[src/design/ohz_params.svh]
// offsets, field positions, masks and reset values of the output shutdown block
`ifndef OHZ_PARAMS_SVH
`define OHZ_PARAMS_SVH

`define OHZ_ADDR_W 12
`define OHZ_OFF_SW_DISABLE 12'h000
`define OHZ_OFF_SRC_ENABLE 12'h004
`define OHZ_OFF_FLAGS 12'h008
`define OHZ_OFF_IRQ_MASK 12'h00c
`define OHZ_OFF_ACTIVE_LVL2 12'h010
`define OHZ_OFF_LVL_STAT7 12'h014
`define OHZ_OFF_CTRL 12'h018

`define OHZ_SW_DISABLE_MASK 8'h5f
`define OHZ_SRC_ENABLE_MASK 16'h7b7d
`define OHZ_FLAGS_MASK 7'h7f

`define OHZ_SW_MOTOR_A 0
`define OHZ_SW_MOTOR_B 1
`define OHZ_SW_MOTOR_CH0 2
`define OHZ_SW_PWM_A 3
`define OHZ_SW_PWM_B 4
`define OHZ_SW_PWM_C 6

`define OHZ_EN_CMP_A 0
`define OHZ_EN_REQ4_A 2
`define OHZ_EN_REQ12_A 6
`define OHZ_EN_CMP_B 8
`define OHZ_EN_REQ0_B 9
`define OHZ_EN_REQ8_B 11
`define OHZ_EN_REQ12_B 14

`define OHZ_LVL2_POL12 0
`define OHZ_CTRL_PAIR_SEL 0

`define OHZ_RST_SW_DISABLE 8'h00
`define OHZ_RST_SRC_ENABLE 16'h0000
`define OHZ_RST_FLAGS 7'h00
`define OHZ_RST_IRQ_MASK 7'h00
`define OHZ_RST_ACTIVE_LVL2 1'b0
`define OHZ_RST_CTRL 1'b0

`endif

[src/design/ohz_pkg.sv]
// types shared by the output shutdown block
package ohz_pkg;

    // one bit per group of timer outputs forced to high impedance
    typedef struct packed {
        logic pwm_c;
        logic pwm_b;
        logic pwm_a;
        logic motor_ch0;
        logic motor_b;
        logic motor_a;
    } ohz_hiz_s;

    // detection flags, same order as the flag register
    typedef struct packed {
        logic cmp;
        logic f12;
        logic f11;
        logic f10;
        logic f8;
        logic f4;
        logic f0;
    } ohz_flags_s;

endpackage

[src/design/ohz_req_sync.sv]
// synchroniser and activation-edge detector for the request pins
module ohz_req_sync
    import ohz_pkg::*;
#(
    parameter int W = 6
) (
    // clock and reset
    input wire logic pclk,
    input wire logic presetn,
    // pins and polarity
    input wire logic [W-1:0] pin_in,
    input wire logic [W-1:0] active_high,
    // synchronised level and activation pulse
    output logic [W-1:0] level,
    output logic [W-1:0] activate
);

    logic [W-1:0] meta_reg;
    logic [W-1:0] sync_reg;
    logic [W-1:0] act_prev_reg;
    logic [W-1:0] act;

    always_ff @(posedge pclk or negedge presetn) begin
        if (!presetn) begin
            meta_reg <= '1;
            sync_reg <= '1;
        end else begin
            meta_reg <= pin_in;
            sync_reg <= meta_reg;
        end
    end

    // a polarity change may itself look like an activation; software sets polarity first
    assign act = sync_reg ~^ active_high;

    always_ff @(posedge pclk or negedge presetn) begin
        if (!presetn) begin
            act_prev_reg <= '0;
        end else begin
            act_prev_reg <= act;
        end
    end

    assign level = sync_reg;
    assign activate = act & ~act_prev_reg;

endmodule

[src/design/ohz_top.sv]
// output shutdown block: request pins, flags, apb registers and hiz controls
//
// What this block does
// - six request pins 0,4,8,10,11,12, active low except selectable pin 12, each set their own detection flag.
// - extra polarity register and level status register serve request pin 12.
// - software bit 0 forces motor pair 3/4, or pair 6/7, to high impedance.
// - software bit 1 forces motor channels 6 and 7 to high impedance.
// - software bit 2 forces motor channel 0 to high impedance.
// - software bits 3, 4, 6 force pwm pairs 0/1, 2/3, 6/7 to high impedance.
// - source-enable bit 0 adds the comparator flag as a pair 3/4 source.
// - source-enable bits 2..6 add flags 4,8,10,11,12 as pair 3/4 sources.
// - source-enable bit 8 adds the comparator flag as a pair 6/7 source.
// - bits 9,11..14 add flags 0,8,10,11,12 for pair 6/7; bit 10 reserved.
`include "ohz_params.svh"

module ohz_top
    import ohz_pkg::*;
(
    // clock and reset
    input wire logic pclk,
    input wire logic presetn,
    // apb slave
    input wire logic psel,
    input wire logic penable,
    input wire logic pwrite,
    input wire logic [`OHZ_ADDR_W-1:0] paddr,
    input wire logic [31:0] pwdata,
    output logic [31:0] prdata,
    output logic pready,
    output logic pslverr,
    // request pins
    input wire logic hiz_request_in_0,
    input wire logic hiz_request_in_4,
    input wire logic hiz_request_in_8,
    input wire logic hiz_request_in_10,
    input wire logic hiz_request_in_11,
    input wire logic hiz_request_in_12,
    // on-chip comparator detection pulse
    input wire logic cmp_detect_in,
    // shutdown controls toward the timers, high means outputs at high impedance
    output ohz_hiz_s hiz_out,
    // interrupt
    output logic irq
);

    ////////////////////////////////////////////////////////////////////////////
    // registers

    logic [7:0] sw_disable_reg;
    logic [15:0] src_enable_reg;
    ohz_flags_s flags_reg;
    ohz_flags_s flags_next;
    logic [6:0] irq_mask_reg;
    logic active_level_second_reg;
    logic pair_sel_reg;
    logic [31:0] prdata_reg;
    logic pready_reg;
    logic pslverr_reg;
    ohz_hiz_s hiz_reg;
    ohz_hiz_s hiz_next;
    logic irq_reg;

    logic [5:0] pin_vec;
    logic [5:0] pin_level;
    logic [5:0] pin_activate;
    logic [5:0] pin_pol;

    logic setup_phase;
    logic wr_strobe;
    logic [6:0] clr_bits;
    logic [6:0] set_bits;

    logic rd_setup;
    logic we_sw_disable;
    logic we_src_enable;
    logic we_flags;
    logic we_irq_mask;
    logic we_active_lvl2;
    logic we_ctrl;

    logic pair_a_sw;
    logic pair_a_cmp;
    logic pair_a_req;
    logic pair_b_sw;
    logic pair_b_cmp;
    logic pair_b_req;
    logic irq_next;

    ////////////////////////////////////////////////////////////////////////////
    // helpers

    function automatic logic addr_mapped(input logic [`OHZ_ADDR_W-1:0] a);
        case (a)
            `OHZ_OFF_SW_DISABLE,
            `OHZ_OFF_SRC_ENABLE,
            `OHZ_OFF_FLAGS,
            `OHZ_OFF_IRQ_MASK,
            `OHZ_OFF_ACTIVE_LVL2,
            `OHZ_OFF_LVL_STAT7,
            `OHZ_OFF_CTRL: begin
                addr_mapped = 1'b1;
            end
            default: begin
                addr_mapped = 1'b0;
            end
        endcase
    endfunction

    // any enabled source among a group of flags
    function automatic logic any_enabled(input logic [4:0] flg, input logic [4:0] en);
        any_enabled = |(flg & en);
    endfunction

    // write strobe qualified by one register offset
    function automatic logic wr_hit(input logic wr, input logic [`OHZ_ADDR_W-1:0] a,
                                    input logic [`OHZ_ADDR_W-1:0] off);
        wr_hit = wr & (a == off);
    endfunction

    ////////////////////////////////////////////////////////////////////////////
    // request pins

    assign pin_vec = {hiz_request_in_12, hiz_request_in_11, hiz_request_in_10,
                      hiz_request_in_8, hiz_request_in_4, hiz_request_in_0};

    // only pin 12 has a selectable polarity, the rest are fixed active low
    assign pin_pol = {active_level_second_reg, 5'h00};

    ohz_req_sync #(
        .W(6)
    ) u_req_sync (
        .pclk(pclk),
        .presetn(presetn),
        .pin_in(pin_vec),
        .active_high(pin_pol),
        .level(pin_level),
        .activate(pin_activate)
    );

    ////////////////////////////////////////////////////////////////////////////
    // apb decode

    assign setup_phase = psel & ~penable;
    assign wr_strobe = psel & penable & pready_reg & pwrite & ~pslverr_reg;
    assign rd_setup = setup_phase & ~pwrite;

    // one decoded enable per register keeps the update blocks simple
    assign we_sw_disable = wr_hit(wr_strobe, paddr, `OHZ_OFF_SW_DISABLE);
    assign we_src_enable = wr_hit(wr_strobe, paddr, `OHZ_OFF_SRC_ENABLE);
    assign we_flags = wr_hit(wr_strobe, paddr, `OHZ_OFF_FLAGS);
    assign we_irq_mask = wr_hit(wr_strobe, paddr, `OHZ_OFF_IRQ_MASK);
    assign we_active_lvl2 = wr_hit(wr_strobe, paddr, `OHZ_OFF_ACTIVE_LVL2);
    assign we_ctrl = wr_hit(wr_strobe, paddr, `OHZ_OFF_CTRL);

    // no wait states: every access is answered in its first access cycle
    always_ff @(posedge pclk or negedge presetn) begin
        if (!presetn) begin
            pready_reg <= 1'b0;
        end else begin
            pready_reg <= setup_phase;
        end
    end

    always_ff @(posedge pclk or negedge presetn) begin
        if (!presetn) begin
            pslverr_reg <= 1'b0;
        end else begin
            pslverr_reg <= setup_phase & ~addr_mapped(paddr);
        end
    end

    always_ff @(posedge pclk or negedge presetn) begin
        if (!presetn) begin
            prdata_reg <= 32'h0000_0000;
        end else if (rd_setup) begin
            case (paddr)
                `OHZ_OFF_SW_DISABLE: begin
                    prdata_reg <= {24'h00_0000, sw_disable_reg};
                end
                `OHZ_OFF_SRC_ENABLE: begin
                    prdata_reg <= {16'h0000, src_enable_reg};
                end
                `OHZ_OFF_FLAGS: begin
                    prdata_reg <= {25'h000_0000, flags_reg};
                end
                `OHZ_OFF_IRQ_MASK: begin
                    prdata_reg <= {25'h000_0000, irq_mask_reg};
                end
                `OHZ_OFF_ACTIVE_LVL2: begin
                    prdata_reg <= {31'h0000_0000, active_level_second_reg};
                end
                `OHZ_OFF_LVL_STAT7: begin
                    // level of pin 12 and its flag
                    prdata_reg <= {30'h0000_0000, flags_reg.f12, pin_level[5]};
                end
                `OHZ_OFF_CTRL: begin
                    prdata_reg <= {31'h0000_0000, pair_sel_reg};
                end
                default: begin
                    prdata_reg <= 32'h0000_0000;
                end
            endcase
        end else begin
            // cleared after the access cycle so an idle bus reads zero
            prdata_reg <= 32'h0000_0000;
        end
    end

    ////////////////////////////////////////////////////////////////////////////
    // software writable registers

    always_ff @(posedge pclk or negedge presetn) begin
        if (!presetn) begin
            sw_disable_reg <= `OHZ_RST_SW_DISABLE;
        end else if (we_sw_disable) begin
            sw_disable_reg <= pwdata[7:0] & `OHZ_SW_DISABLE_MASK;
        end
    end

    always_ff @(posedge pclk or negedge presetn) begin
        if (!presetn) begin
            src_enable_reg <= `OHZ_RST_SRC_ENABLE;
        end else if (we_src_enable) begin
            src_enable_reg <= pwdata[15:0] & `OHZ_SRC_ENABLE_MASK;
        end
    end

    always_ff @(posedge pclk or negedge presetn) begin
        if (!presetn) begin
            irq_mask_reg <= `OHZ_RST_IRQ_MASK;
        end else if (we_irq_mask) begin
            irq_mask_reg <= pwdata[6:0];
        end
    end

    always_ff @(posedge pclk or negedge presetn) begin
        if (!presetn) begin
            active_level_second_reg <= `OHZ_RST_ACTIVE_LVL2;
        end else if (we_active_lvl2) begin
            active_level_second_reg <= pwdata[`OHZ_LVL2_POL12];
        end
    end

    always_ff @(posedge pclk or negedge presetn) begin
        if (!presetn) begin
            pair_sel_reg <= `OHZ_RST_CTRL;
        end else if (we_ctrl) begin
            pair_sel_reg <= pwdata[`OHZ_CTRL_PAIR_SEL];
        end
    end

    ////////////////////////////////////////////////////////////////////////////
    // detection flags, sticky, write one to clear

    assign clr_bits = we_flags ? (pwdata[6:0] & `OHZ_FLAGS_MASK) : 7'h00;
    assign set_bits = {cmp_detect_in, pin_activate};

    // a new activation in the clearing cycle is kept: set wins
    always_comb begin
        flags_next = ohz_flags_s'((flags_reg & ~clr_bits) | set_bits);
    end

    always_ff @(posedge pclk or negedge presetn) begin
        if (!presetn) begin
            flags_reg <= ohz_flags_s'(`OHZ_RST_FLAGS);
        end else begin
            flags_reg <= flags_next;
        end
    end

    ////////////////////////////////////////////////////////////////////////////
    // high impedance decisions

    // pair terms kept apart so each source traces to its own enable bit
    assign pair_a_sw = sw_disable_reg[`OHZ_SW_MOTOR_A] & ~pair_sel_reg;
    assign pair_a_cmp = flags_reg.cmp & src_enable_reg[`OHZ_EN_CMP_A];
    assign pair_a_req = any_enabled({flags_reg.f12, flags_reg.f11, flags_reg.f10,
                                     flags_reg.f8, flags_reg.f4},
                                    src_enable_reg[`OHZ_EN_REQ12_A:`OHZ_EN_REQ4_A]);
    assign pair_b_sw = sw_disable_reg[`OHZ_SW_MOTOR_B]
                       | (sw_disable_reg[`OHZ_SW_MOTOR_A] & pair_sel_reg);
    assign pair_b_cmp = flags_reg.cmp & src_enable_reg[`OHZ_EN_CMP_B];
    assign pair_b_req = any_enabled({flags_reg.f12, flags_reg.f11, flags_reg.f10,
                                     flags_reg.f8, flags_reg.f0},
                                    {src_enable_reg[`OHZ_EN_REQ12_B:`OHZ_EN_REQ8_B],
                                     src_enable_reg[`OHZ_EN_REQ0_B]});

    always_comb begin
        hiz_next = '0;
        // pair 3/4: software bit unless steered to pair 6/7
        hiz_next.motor_a = pair_a_sw | pair_a_cmp | pair_a_req;
        // pair 6/7: its own bit, the steered bit and its sources
        hiz_next.motor_b = pair_b_sw | pair_b_cmp | pair_b_req;
        hiz_next.motor_ch0 = sw_disable_reg[`OHZ_SW_MOTOR_CH0];
        hiz_next.pwm_a = sw_disable_reg[`OHZ_SW_PWM_A];
        hiz_next.pwm_b = sw_disable_reg[`OHZ_SW_PWM_B];
        hiz_next.pwm_c = sw_disable_reg[`OHZ_SW_PWM_C];
    end

    // registered so the timer side sees glitch-free controls, one cycle late
    always_ff @(posedge pclk or negedge presetn) begin
        if (!presetn) begin
            hiz_reg <= '0;
        end else begin
            hiz_reg <= hiz_next;
        end
    end

    ////////////////////////////////////////////////////////////////////////////
    // interrupt

    // one cycle of lag buys an output straight from a flop
    assign irq_next = |(flags_reg & irq_mask_reg);

    always_ff @(posedge pclk or negedge presetn) begin
        if (!presetn) begin
            irq_reg <= 1'b0;
        end else begin
            irq_reg <= irq_next;
        end
    end

    ////////////////////////////////////////////////////////////////////////////
    // outputs

    assign prdata = prdata_reg;
    assign pready = pready_reg;
    assign pslverr = pslverr_reg;
    assign hiz_out = hiz_reg;
    assign irq = irq_reg;

endmodule

[config.mk]
export PLATFORM = sky130hd
export DESIGN_NAME = ohz_top
export DESIGN_NICKNAME = d
export VERILOG_FILES = /design/src/design/ohz_pkg.sv /design/src/design/ohz_req_sync.sv /design/src/design/ohz_top.sv
export VERILOG_INCLUDE_DIRS = /design/src /design/src/design
export SDC_FILE = /design/constraint.sdc
export NUM_CORES = 1
export LEC_CHECK = 0
export CORE_MARGIN = 3
export CORE_UTILIZATION = 25
export CTS_BUF_LIST = sky130_fd_sc_hd__clkbuf_16
export DETAILED_ROUTE_END_ITERATION = 7
export DONT_BUFFER_PORTS = 1
export SYNTH_ARGS = -nofsm -noshare
export SYNTH_HDL_FRONTEND = slang
export SYNTH_SLANG_ARGS = --single-unit
export TNS_END_PERCENT = 10
[constraint.sdc]
create_clock -name pclk -period 4.4 [get_ports pclk]
set_clock_uncertainty 0.05 [all_clocks]
set_input_delay 0.22 -clock pclk [delete_from_list [all_inputs] [get_ports pclk]]
set_output_delay 0.22 -clock pclk [all_outputs]
set_load 0.02 [all_outputs]
==> metrics, run 1 <==
outcome finished, final reports clean; Critical Path RT 4.62 ns; P&R area growth vs syn 20.2%; H-tree Lvls 3; min cycle time layout roughly 2.1 ns; Worst R2R Setup Slack approximately 2.4 ns; Via density around 4.4; cell leakage power around 1.7 nW; Initial Util 0.261; Arr. time, crit path between 2 and 2.5 ns; clock slew at reported path FFs about 0.060 ns; pwr/cell area 403 nW/um^2; IO Port Bufs 0; Startpoint Class input port; largest cells by area after synthesis dfrtp_1 49%, dfstp_2 9.9%, mux2_2 5.3%, buf_4 4.7%, mux2_4 3.8%; grt met2 use 0.165; Pre-Repair DR Iteration Count 4; hpwl dp between 5000 and 6000 um; most frequent cell after synthesis dfrtp_1; vias in the first global route 1968; unrepaired setup endpoints after global routing no; final hold viol count 0; Clock Sinks 74; pin slew with the least headroom to its limit between 1 and 1.5 ns; CTS Buf Count 9; MaxCap Viol Count 0; most used flip-flop cell after synthesis dfrtp_1; Yosys top cell area share 0.486; Rows 40; Die X between 100 and 150 um; Yosys cell types 48; total power ~1.5 mW; Final nets roughly 330; synthesized area around 3200 um^2; Routed WL 7400 um; antenna viol nets, final 0; share of synthesized area occupied by flip-flops and latches 0.584; met3 usage 0.0361; # IOs 97; GR Util met1 0.136; syn avg cell area 13.0 um^2; crit path from paddr[9]; CTS max path bufs 2; post-CTS setup buffers 0; FF-to-FF path depth 4; maximum vdd ir drop approximately 0.2 mV; first-pass GRT wire length between 10000 and 15000 um; Skew-Pair Late Insertion Delay between 0.3 and 0.4 ns; Clock Tree Root clkbuf_16; WS Path Type in2reg; Tcrit/Tclk final 0.475; worst r2r dst pair_sel_reg$_DFFE_PN0P_; CP Max Fanout 11; EDFF count, synth 0; Remaining DRCs 0; GR Overflow Total 0; max reg flops 13; DR WL/cell 16.7 um; Critical Path End prdata[14]$_DFF_PN0_; Chip Height roughly 120 um; fmax around 0.48 GHz; GP Congestion approximately 0.9; area leader, netlist dfrtp_1; Yosys reg bits 74; Worst slew margin 0.260; most used routing layer met2; top post-synthesis cells by count 62 x dfrtp_1, 20 x buf_4, 15 x mux2_2; GR Util All Layers 0.109; routed via count between 1500 and 2000; reg-to-reg critical path startpoint pready$_DFF_PN0_; Core ar. approximately 12000 um^2; number of diodes 0; Hold Path Class in2reg; die area 14200 um^2; Mapped Cells around 250; layout cells sized above 1 0.229; Ys Warns 0; pin count of the biggest net entering global routing 75; TritonCTS clock tree yes; Async S/R FF share, synth 1.00; fin. max-slew vios 0; initial antenna violation count 0; CP endpoint kind register; final setup fails 0; Final TNS setup 0 ns; Initial DRC Count just under 90
report_power, final:
group          leakage (nW)  internal, mW  switching (mW)  total (mW)
Combinational         0.640        0.0256          0.0450      0.0706
Clock                 0.151         0.495           0.283       0.778
Sequential            0.935         0.694         0.00582       0.700
critical path: stages:
cell,delay [ns]
nor4_2,0.80
nand4_1,0.18
nor4_1,0.87
and2_1,0.25
layout by cell type (no fill, tap or decap), types with 2 or more instances in the layout:
cell type / netlist / routed
dfrtp_1: 62 / 62
dlygate4sd3_1: 0 / 21
conb_1: 1 / 19
mux2_2: 15 / 15
inv_1: 14 / 14
dfstp_2: 12 / 12
nand4_1: 9 / 9
clkbuf_16: 0 / 9
nand2_1: 8 / 8
mux2_4: 8 / 8
o31ai_1: 7 / 7
mux2i_1: 7 / 7
nand3_1: 7 / 7
or3_1: 6 / 6
o21ai_0: 6 / 6
and2_1: 6 / 6
a22oi_1: 6 / 6
nor2_1: 4 / 4
a31oi_1: 4 / 4
mux2_1: 4 / 4
nand2b_1: 3 / 3
nor3_1: 3 / 3
nor2b_1: 2 / 2
a21oi_1: 2 / 2
a222oi_1: 2 / 2
bufinv_16: 0 / 2
clkinvlp_4: 0 / 2
clkinv_2: 0 / 2
metal layers:
metal	vias to the layer above	routed length, um	part of all wire
li1	889	-	-
met1	977	3070	0.42
met2	81	3590	0.49
met3	16	482	0.065
met4	0	249	0.034
met5	-	0	0
worst min-delay path by stage:
stage              start                                  end  slack, ns  cells past startpoint
3_5_place_dp     presetn                        irq$_DFF_PN0_      -0.12                      0
5_1_grt        pwdata[5]               flags_reg[5]$_DFF_PN0_       0.02                      3
4_1_cts        pwdata[5]               flags_reg[5]$_DFF_PN0_      0.002                      3
6_report       pwdata[5]               flags_reg[5]$_DFF_PN0_       0.03                      3
3_3_place_gp     presetn                        irq$_DFF_PN0_      -0.12                      0
2_1_floorplan    presetn  active_level_second_reg$_DFFE_PN0P_      -0.13                      0
layout make-up:
cell class | instances | area [um^2]
repair buffers | 22 | 238
multi-input cells | 149 | 1160
clock buffers | 9 | 225
well taps | 168 | 210
clock inverters | 7 | 93.8
flip-flops and latches | 74 | 1870
inverters | 14 | 52.6
fillers | 1228 | 8420
through the flow:
stage          hold slack, ns  cells   util  cell area [um^2]  worst slack (ns)
2_1_floorplan          -0.126    264      -              3260              2.67
4_1_cts               0.00178    443  0.313              3840              2.34
3_5_place_dp           -0.121    405  0.268              3290              1.97
6_report               0.0287    443  0.313              3840              2.31
5_1_grt                0.0233    443  0.313              3840              2.12
3_3_place_gp           -0.122    405  0.268              3290              1.97
cells by family after synthesis:
group           count (synthesis)  synth area share
compound gates                 32            0.0701
xor+xnor                        1           0.00274
buf+inv                        41            0.0752
flops                          74             0.584
mux                            35             0.134
other cells                     1           0.00117
simple gates                   62             0.133
repair_timing:
| action | CTS | global route |
|---|---|---|
| hold buffers | 22 | 0 |
| resized for setup | 0 | 0 |
| hold endpoints to repair | 108 | 0 |
No activity file was read; power rests on OpenSTA's default activity.
==> inputs of run 2 (changes only) <==
==> constraint.sdc (replaced) <==
create_clock -name pclk -period 1.85 [get_ports pclk]
set_clock_uncertainty 0.05 [all_clocks]
set_input_delay 0.0925 -clock pclk [delete_from_list [all_inputs] [get_ports pclk]]
set_output_delay 0.0925 -clock pclk [all_outputs]
set_load 0.02 [all_outputs]
==> run 2 against run 1 <==
The flow now finishes with violations (negative hold slack). Global-route usage barely moved. Sequential power rose by 140%. Power rose by 130%. Clock power rose by 130%.
==> metrics, run 2 (synthesized netlist as in run 1, its figures left out) <==
placed cell area 3380 um^2 (+3.0%); post-CTS setup buffers 0 (unchanged); min cycle time layout 1.73 ns; cell leakage power 1.79 nW (+3.8%); hold-fix buffers at CTS 25 (+14%); Final TNS setup 0 ns (unchanged); Die X 119 um (unchanged); Tcrit/Tclk final 0.936; layout cells sized above 1 0.247 (+0.0183); Routed WL 7280 um (-1.6%); Startpoint Class register; Final nets 342 (+4.9%); Skew-Pair Late Insertion Delay 0.33 ns (about the same); CTS Buf Count 9 (unchanged); TritonCTS clock tree yes; reg-to-reg critical path startpoint pready$_DFF_PN0_; Fillers 1209 (-1.5%); WS Path Type reg2reg; vias in the first global route 2149 (+9.2%); post_cts resized 0 (unchanged); Arr. time, crit path 1.89 ns (-0.42 ns); fmax roughly 0.58 GHz; Reg power frac 0.458 (+0.006); Net Sw Frac 0.206 (-0.00990); Hold Path Class in2async; Clock Sinks 74 (unchanged); commonest cells after routing, fill and taps aside 62 x dfrtp_1, 25 x dlygate4sd3_1, 19 x conb_1; worst r2r dst irq_mask_reg[3]$_DFFE_PN0P_; unrepaired setup endpoints after global routing no; pwr/cell area 921 nW/um^2 (+130%); final hold viol count 74 (+74); clock share of power 0.500 (-0.002); number of diodes 0 (unchanged); Remaining DRCs 0 (unchanged); Internal Pwr Total 2.89 mW (+140%); hpwl dp 5230 um (+2.3%); Critical Path RT 2.01 ns (-2.61 ns); outcome finished with violations; antenna viol nets, final 0 (unchanged); FF-to-FF path depth 5 (+1); clock slew at reported path FFs 0.06 ns (about the same); end-of-flow core utilization 0.322 (+0.00837); die area 14200 um^2 (unchanged); IO Port Bufs 0 (unchanged); Sw Pwr 0.747 mW (+120%); Initial DRC Count 158 (+78%); pin count of the biggest net entering global routing 75 (unchanged); final setup fails 0 (unchanged); Initial Util 0.261 (unchanged); post-route cell area 3950 um^2 (+2.7%); MaxCap Viol Count 0 (unchanged); routed via count 1980 (+0.87%); first-pass GRT wire length 11800 um (+3.1%); initial antenna violation count 0 (unchanged); maximum vdd ir drop 0.450 mV (+120%); Chip Height 119 um (unchanged); # IOs 97 (unchanged); DR WL/cell 15.9 um (-5.0%); GP Congestion 0.867 (-1.6%); Core ar. 12300 um^2 (unchanged); Hold Slack -0.589 ns (-0.618 ns); Clock Tree Root clkbuf_16; CP Max Fanout 7 (-4); Rows 40 (unchanged); failing checks negative hold slack; combinational power share 0.042 (-0.004); Pre-Repair DR Iteration Count 4 (unchanged); commonest non-fill, non-tap cell in the layout dfrtp_1; Worst R2R Setup Slack 0.12 ns (-2.27 ns); P&R area growth vs syn 23.5%; H-tree Lvls 3 (unchanged); fin. max-slew vios 0 (unchanged); max reg flops 13 (unchanged); CP endpoint kind register; Via density 4.31 (-2.7%); GR Util All Layers 0.109 (about the same); total power 3.63 mW (+130%); CTS max path bufs 2 (unchanged); GR Overflow Total 0 (unchanged)
-- run 2: cell count changes in the layout (fill, tap and decap cells not counted), sizes merged --
cell         change
buf             +12
clkinv           -2
dlygate4sd3      +4
inv              +2
-- run 2: worst max path at each step --
stage	depth (start not counted)	to	start	slack (ns)
6_report	5	irq_mask_reg[3]$_DFFE_PN0P_	pready$_DFF_PN0_	0.12
5_1_grt	5	irq_mask_reg[5]$_DFFE_PN0P_	pready$_DFF_PN0_	0.05
3_5_place_dp	5	irq_mask_reg[6]$_DFFE_PN0P_	pready$_DFF_PN0_	0.12
2_1_floorplan	5	pair_sel_reg$_DFFE_PN0P_	pready$_DFF_PN0_	0.14
3_3_place_gp	5	irq_mask_reg[6]$_DFFE_PN0P_	pready$_DFF_PN0_	0.15
4_1_cts	5	irq_mask_reg[3]$_DFFE_PN0P_	pready$_DFF_PN0_	0.09
-- run 2: worst max-delay path, stage by stage, from the launching register on --
cell and delay [ns]:
dfrtp_1 0.35, nand4_1 0.21, buf_4 0.22, nor4_4 0.23, buf_4 0.21, mux2_2 0.34
-- run 2: area by class of cell --
type	instances	area [um^2]	area share
Clock inverter	7	86.3	0.0219
Clock buffer	9	225	0.0571
Timing Repair Buffer	38	348	0.0882
Sequential cell	74	1870	0.473
Tap cell	168	210	0.0533
Inverter	14	52.6	0.0133
Multi-Input combinational cell	149	1160	0.293
-- run 2: power by group through the flow --
stage | Clock [mW] | Sequential [mW] | Combinational [mW]
6_report | 1.82 | 1.66 | 0.154
5_1_grt | 1.95 | 1.66 | 0.166
4_1_cts | 1.87 | 1.66 | 0.153
3_5_place_dp | 0 | 1.69 | 0.0996
3_3_place_gp | 0 | 1.69 | 0.0985
2_1_floorplan | 0 | 1.69 | 0.120
-- run 2: per-layer routing --
layer | routed length (um) | part of all wire | global-route usage
met1 | 3130 | 0.43 | 0.135
met2 | 3570 | 0.49 | 0.174
met3 | 481 | 0.066 | 0.0347
met4 | 98 | 0.013 | 0.0478
met5 | 0 | 0 | 0
-- run 2: metrics by stage --
step	setup WS (ns)	hold slack, ns	instances
after floorplan	0.145	-0.253	264
final	0.118	-0.589	459
after CTS	0.0900	-0.607	459
after global placement	0.146	-0.250	418
after detailed placement	0.117	-0.250	418
after global routing	0.0530	-0.620	459
==> inputs of run 3 (changes only) <==
--- a/config.mk
+++ b/config.mk
@@ -6,6 +6,7 @@
 export SDC_FILE = /design/constraint.sdc
 export NUM_CORES = 1
 export LEC_CHECK = 0
+export CORE_ASPECT_RATIO = 1.1
 export CORE_MARGIN = 3
 export CORE_UTILIZATION = 25
 export CTS_BUF_LIST = sky130_fd_sc_hd__clkbuf_16
==> run 3 against run 2 <==
The flow still finishes with violations (negative hold slack). Design area grew 0.70%. Via count grew 2.2%. Combinational power grew 3%. Register-to-register slack is essentially flat. Critical path depth grew 2. Non-clock buffer count grew 1. Utilization grew 0.27 points. Global-route usage shrank 0.13 points. Power grew 1.2%. Critical endpoint is now irq_mask_reg[2]$_DFFE_PN0P_. Highest routed layer is now met5.
==> metrics, run 3 (synthesized netlist as in run 1, its figures left out) <==
outcome finished with violations; failing checks negative hold slack; cell leakage power 1.80 nW (+0.46%); Clock Tree Root clkbuf_16; Arr. time, crit path 1.91 ns (+0.02 ns); routed via count 2024 (+2.2%); Core ar. 12200 um^2 (-0.14%); Hold Slack -0.589 ns (-0.000379 ns); DR WL/cell 16.4 um (+3.6%); Chip Height 125 um (+4.6%); commonest non-fill, non-tap cell in the layout dfrtp_1; Initial DRC Count 162 (+2.5%); CTS max path bufs 2 (unchanged); Final nets 343 (+0.29%); Remaining DRCs 0 (unchanged); hold-fix buffers at CTS 30 (+20%); unrepaired setup endpoints after global routing no; Hold Path Class in2async; reg-to-reg critical path startpoint pready$_DFF_PN0_; placed cell area 3340 um^2 (-1.4%); GR Util All Layers 0.108 (-0.00129); final hold viol count 74 (unchanged); initial antenna violation count 2 (+2); Largest stage delay, worst path 0.57 ns (+0.22 ns); hpwl dp 5240 um (+0.10%); fin. max-slew vios 0 (unchanged); post-route cell area 3970 um^2 (+0.70%); IO Port Bufs 0 (unchanged); Initial Util 0.261 (+0.000373); Via density 4.53 (+5.0%); first-pass GRT wire length 11800 um (-0.12%); Clock Sinks 74 (unchanged); vias in the first global route 2190 (+1.9%); P&R area growth vs syn 24.3%; CP endpoint kind register; crit path from paddr[10]; clock slew at reported path FFs 0.06 ns (about the same); layout cells sized above 1 0.243 (-0.00427); pin count of the biggest net entering global routing 75 (unchanged); Pre-Repair DR Iteration Count 4 (unchanged); Rows 42 (+5.0%); commonest cells after routing, fill and taps aside 62 x dfrtp_1, 30 x dlygate4sd3_1, 19 x conb_1; Crit-path slowest cell dlygate4sd3_1; # IOs 97 (unchanged); MaxCap Viol Count 0 (unchanged); CTS Buf Count 9 (unchanged); max reg flops 13 (unchanged); antenna viol nets, final 0 (unchanged); Critical Path RT 2.02 ns (about the same); Skew-Pair Late Insertion Delay 0.33 ns (about the same); WS Path Type in2reg; maximum vdd ir drop 0.578 mV (+29%); final setup fails 0 (unchanged); Routed WL 7350 um (+0.92%); H-tree Lvls 3 (unchanged); Startpoint Class input port; fmax 0.574 GHz (-0.67%); Die X 114 um (-4.4%); Tcrit/Tclk final 0.942 (+0.00628); CP Max Fanout 10 (+3); GR Overflow Total 0 (unchanged); Cell Chain, Critical Path dlygate4sd3_1 -> nor4_4 -> buf_4 -> nand2_1 -> nor4_4 -> buf_4 -> mux2_2; min cycle time layout 1.74 ns (+0.0116 ns); TritonCTS clock tree yes; pwr/cell area 926 nW/um^2 (+0.52%); Final TNS setup 0 ns (unchanged); post-CTS setup buffers 0 (unchanged); Fillers 1240 (+2.6%); die area 14200 um^2 (about the same); GP Congestion 0.827 (-4.7%)
==> run 3: cell count changes in the layout (fill, tap and decap cells not counted), moves of 2 or more <==
cell	before	now
dlygate4sd3_1	25	30
buf_4	13	9
clkinv_4	0	3
clkinvlp_4	2	0
==> run 3: through the flow <==
stage | setup WS [ns] | hold slack, ns | utilization | std cells | power, mW
after floorplan | 0.145 | -0.253 | - | 264 | 1.81
after global routing | 0.00692 | -0.615 | 0.324 | 447 | 3.82
after global placement | 0.155 | -0.251 | 0.272 | 400 | 1.79
final | 0.107 | -0.589 | 0.324 | 447 | 3.68
after CTS | 0.0896 | -0.613 | 0.323 | 446 | 3.75
after detailed placement | 0.112 | -0.250 | 0.272 | 400 | 1.79
==> run 3: worst paths after layout <==
path / end / slack [ns] / cells after the start
max: irq_mask_reg[2]$_DFFE_PN0P_ / 0.11 / 7
min: irq$_DFF_PN0_ / -0.59 / 0
max reg2reg: src_enable_reg[12]$_DFFE_PN0P_ / 0.12 / 4
min reg2reg: u_req_sync.level[4]$_DFF_PN1_ / 0.30 / 0
max in group asynchronous: u_req_sync.level[2]$_DFF_PN1_ / 2.15 / 0
min in group pclk: prdata[1]$_DFF_PN0_ / 0.02 / 3
==> run 3: timing repair <==
| action | CTS | global route |
|---|---|---|
| hold endpoints to repair | 118 | 74 |
| resized for setup | 0 | 2 |
| endpoints found under the setup margin | 0 | 12 |
==> run 3: layout make-up <==
class	instances	area [um^2]	area share
Sequential cell	74	1870	0.470
Inverter	14	52.6	0.0132
Antenna cell	1	2.50	0.000630
Clock inverter	7	95.1	0.0239
Tap cell	154	193	0.0485
Multi-Input combinational cell	149	1170	0.294
Timing Repair Buffer	39	368	0.0926
Clock buffer	9	225	0.0567
==> run 3: metal layers <==
| metal | vias to the layer above | GRT usage | routed length [um] |
|---|---|---|---|
| met3 | 11 | 0.0389 | 553 |
| met1 | 1004 | 0.132 | 3050 |
| met4 | 2 | 0.0377 | 94 |
| met5 | - | 0 | 11 |
| li1 | 932 | - | - |
| met2 | 75 | 0.174 | 3640 |
==> run 3: report_power, final <==
group | switching [mW] | leakage, nW | internal, mW
Clock | 0.676 | 0.161 | 1.18
Combinational | 0.0882 | 0.705 | 0.0712
Sequential | 0.0104 | 0.935 | 1.65
Total | 0.774 | 1.80 | 2.90
==> run 3: critical path: cells and delay by family <==
kind / cells / cell delay [ns]
and+or+nand+nor: 3 / 0.48
buffers and inverters: 3 / 1.00
muxes: 1 / 0.34
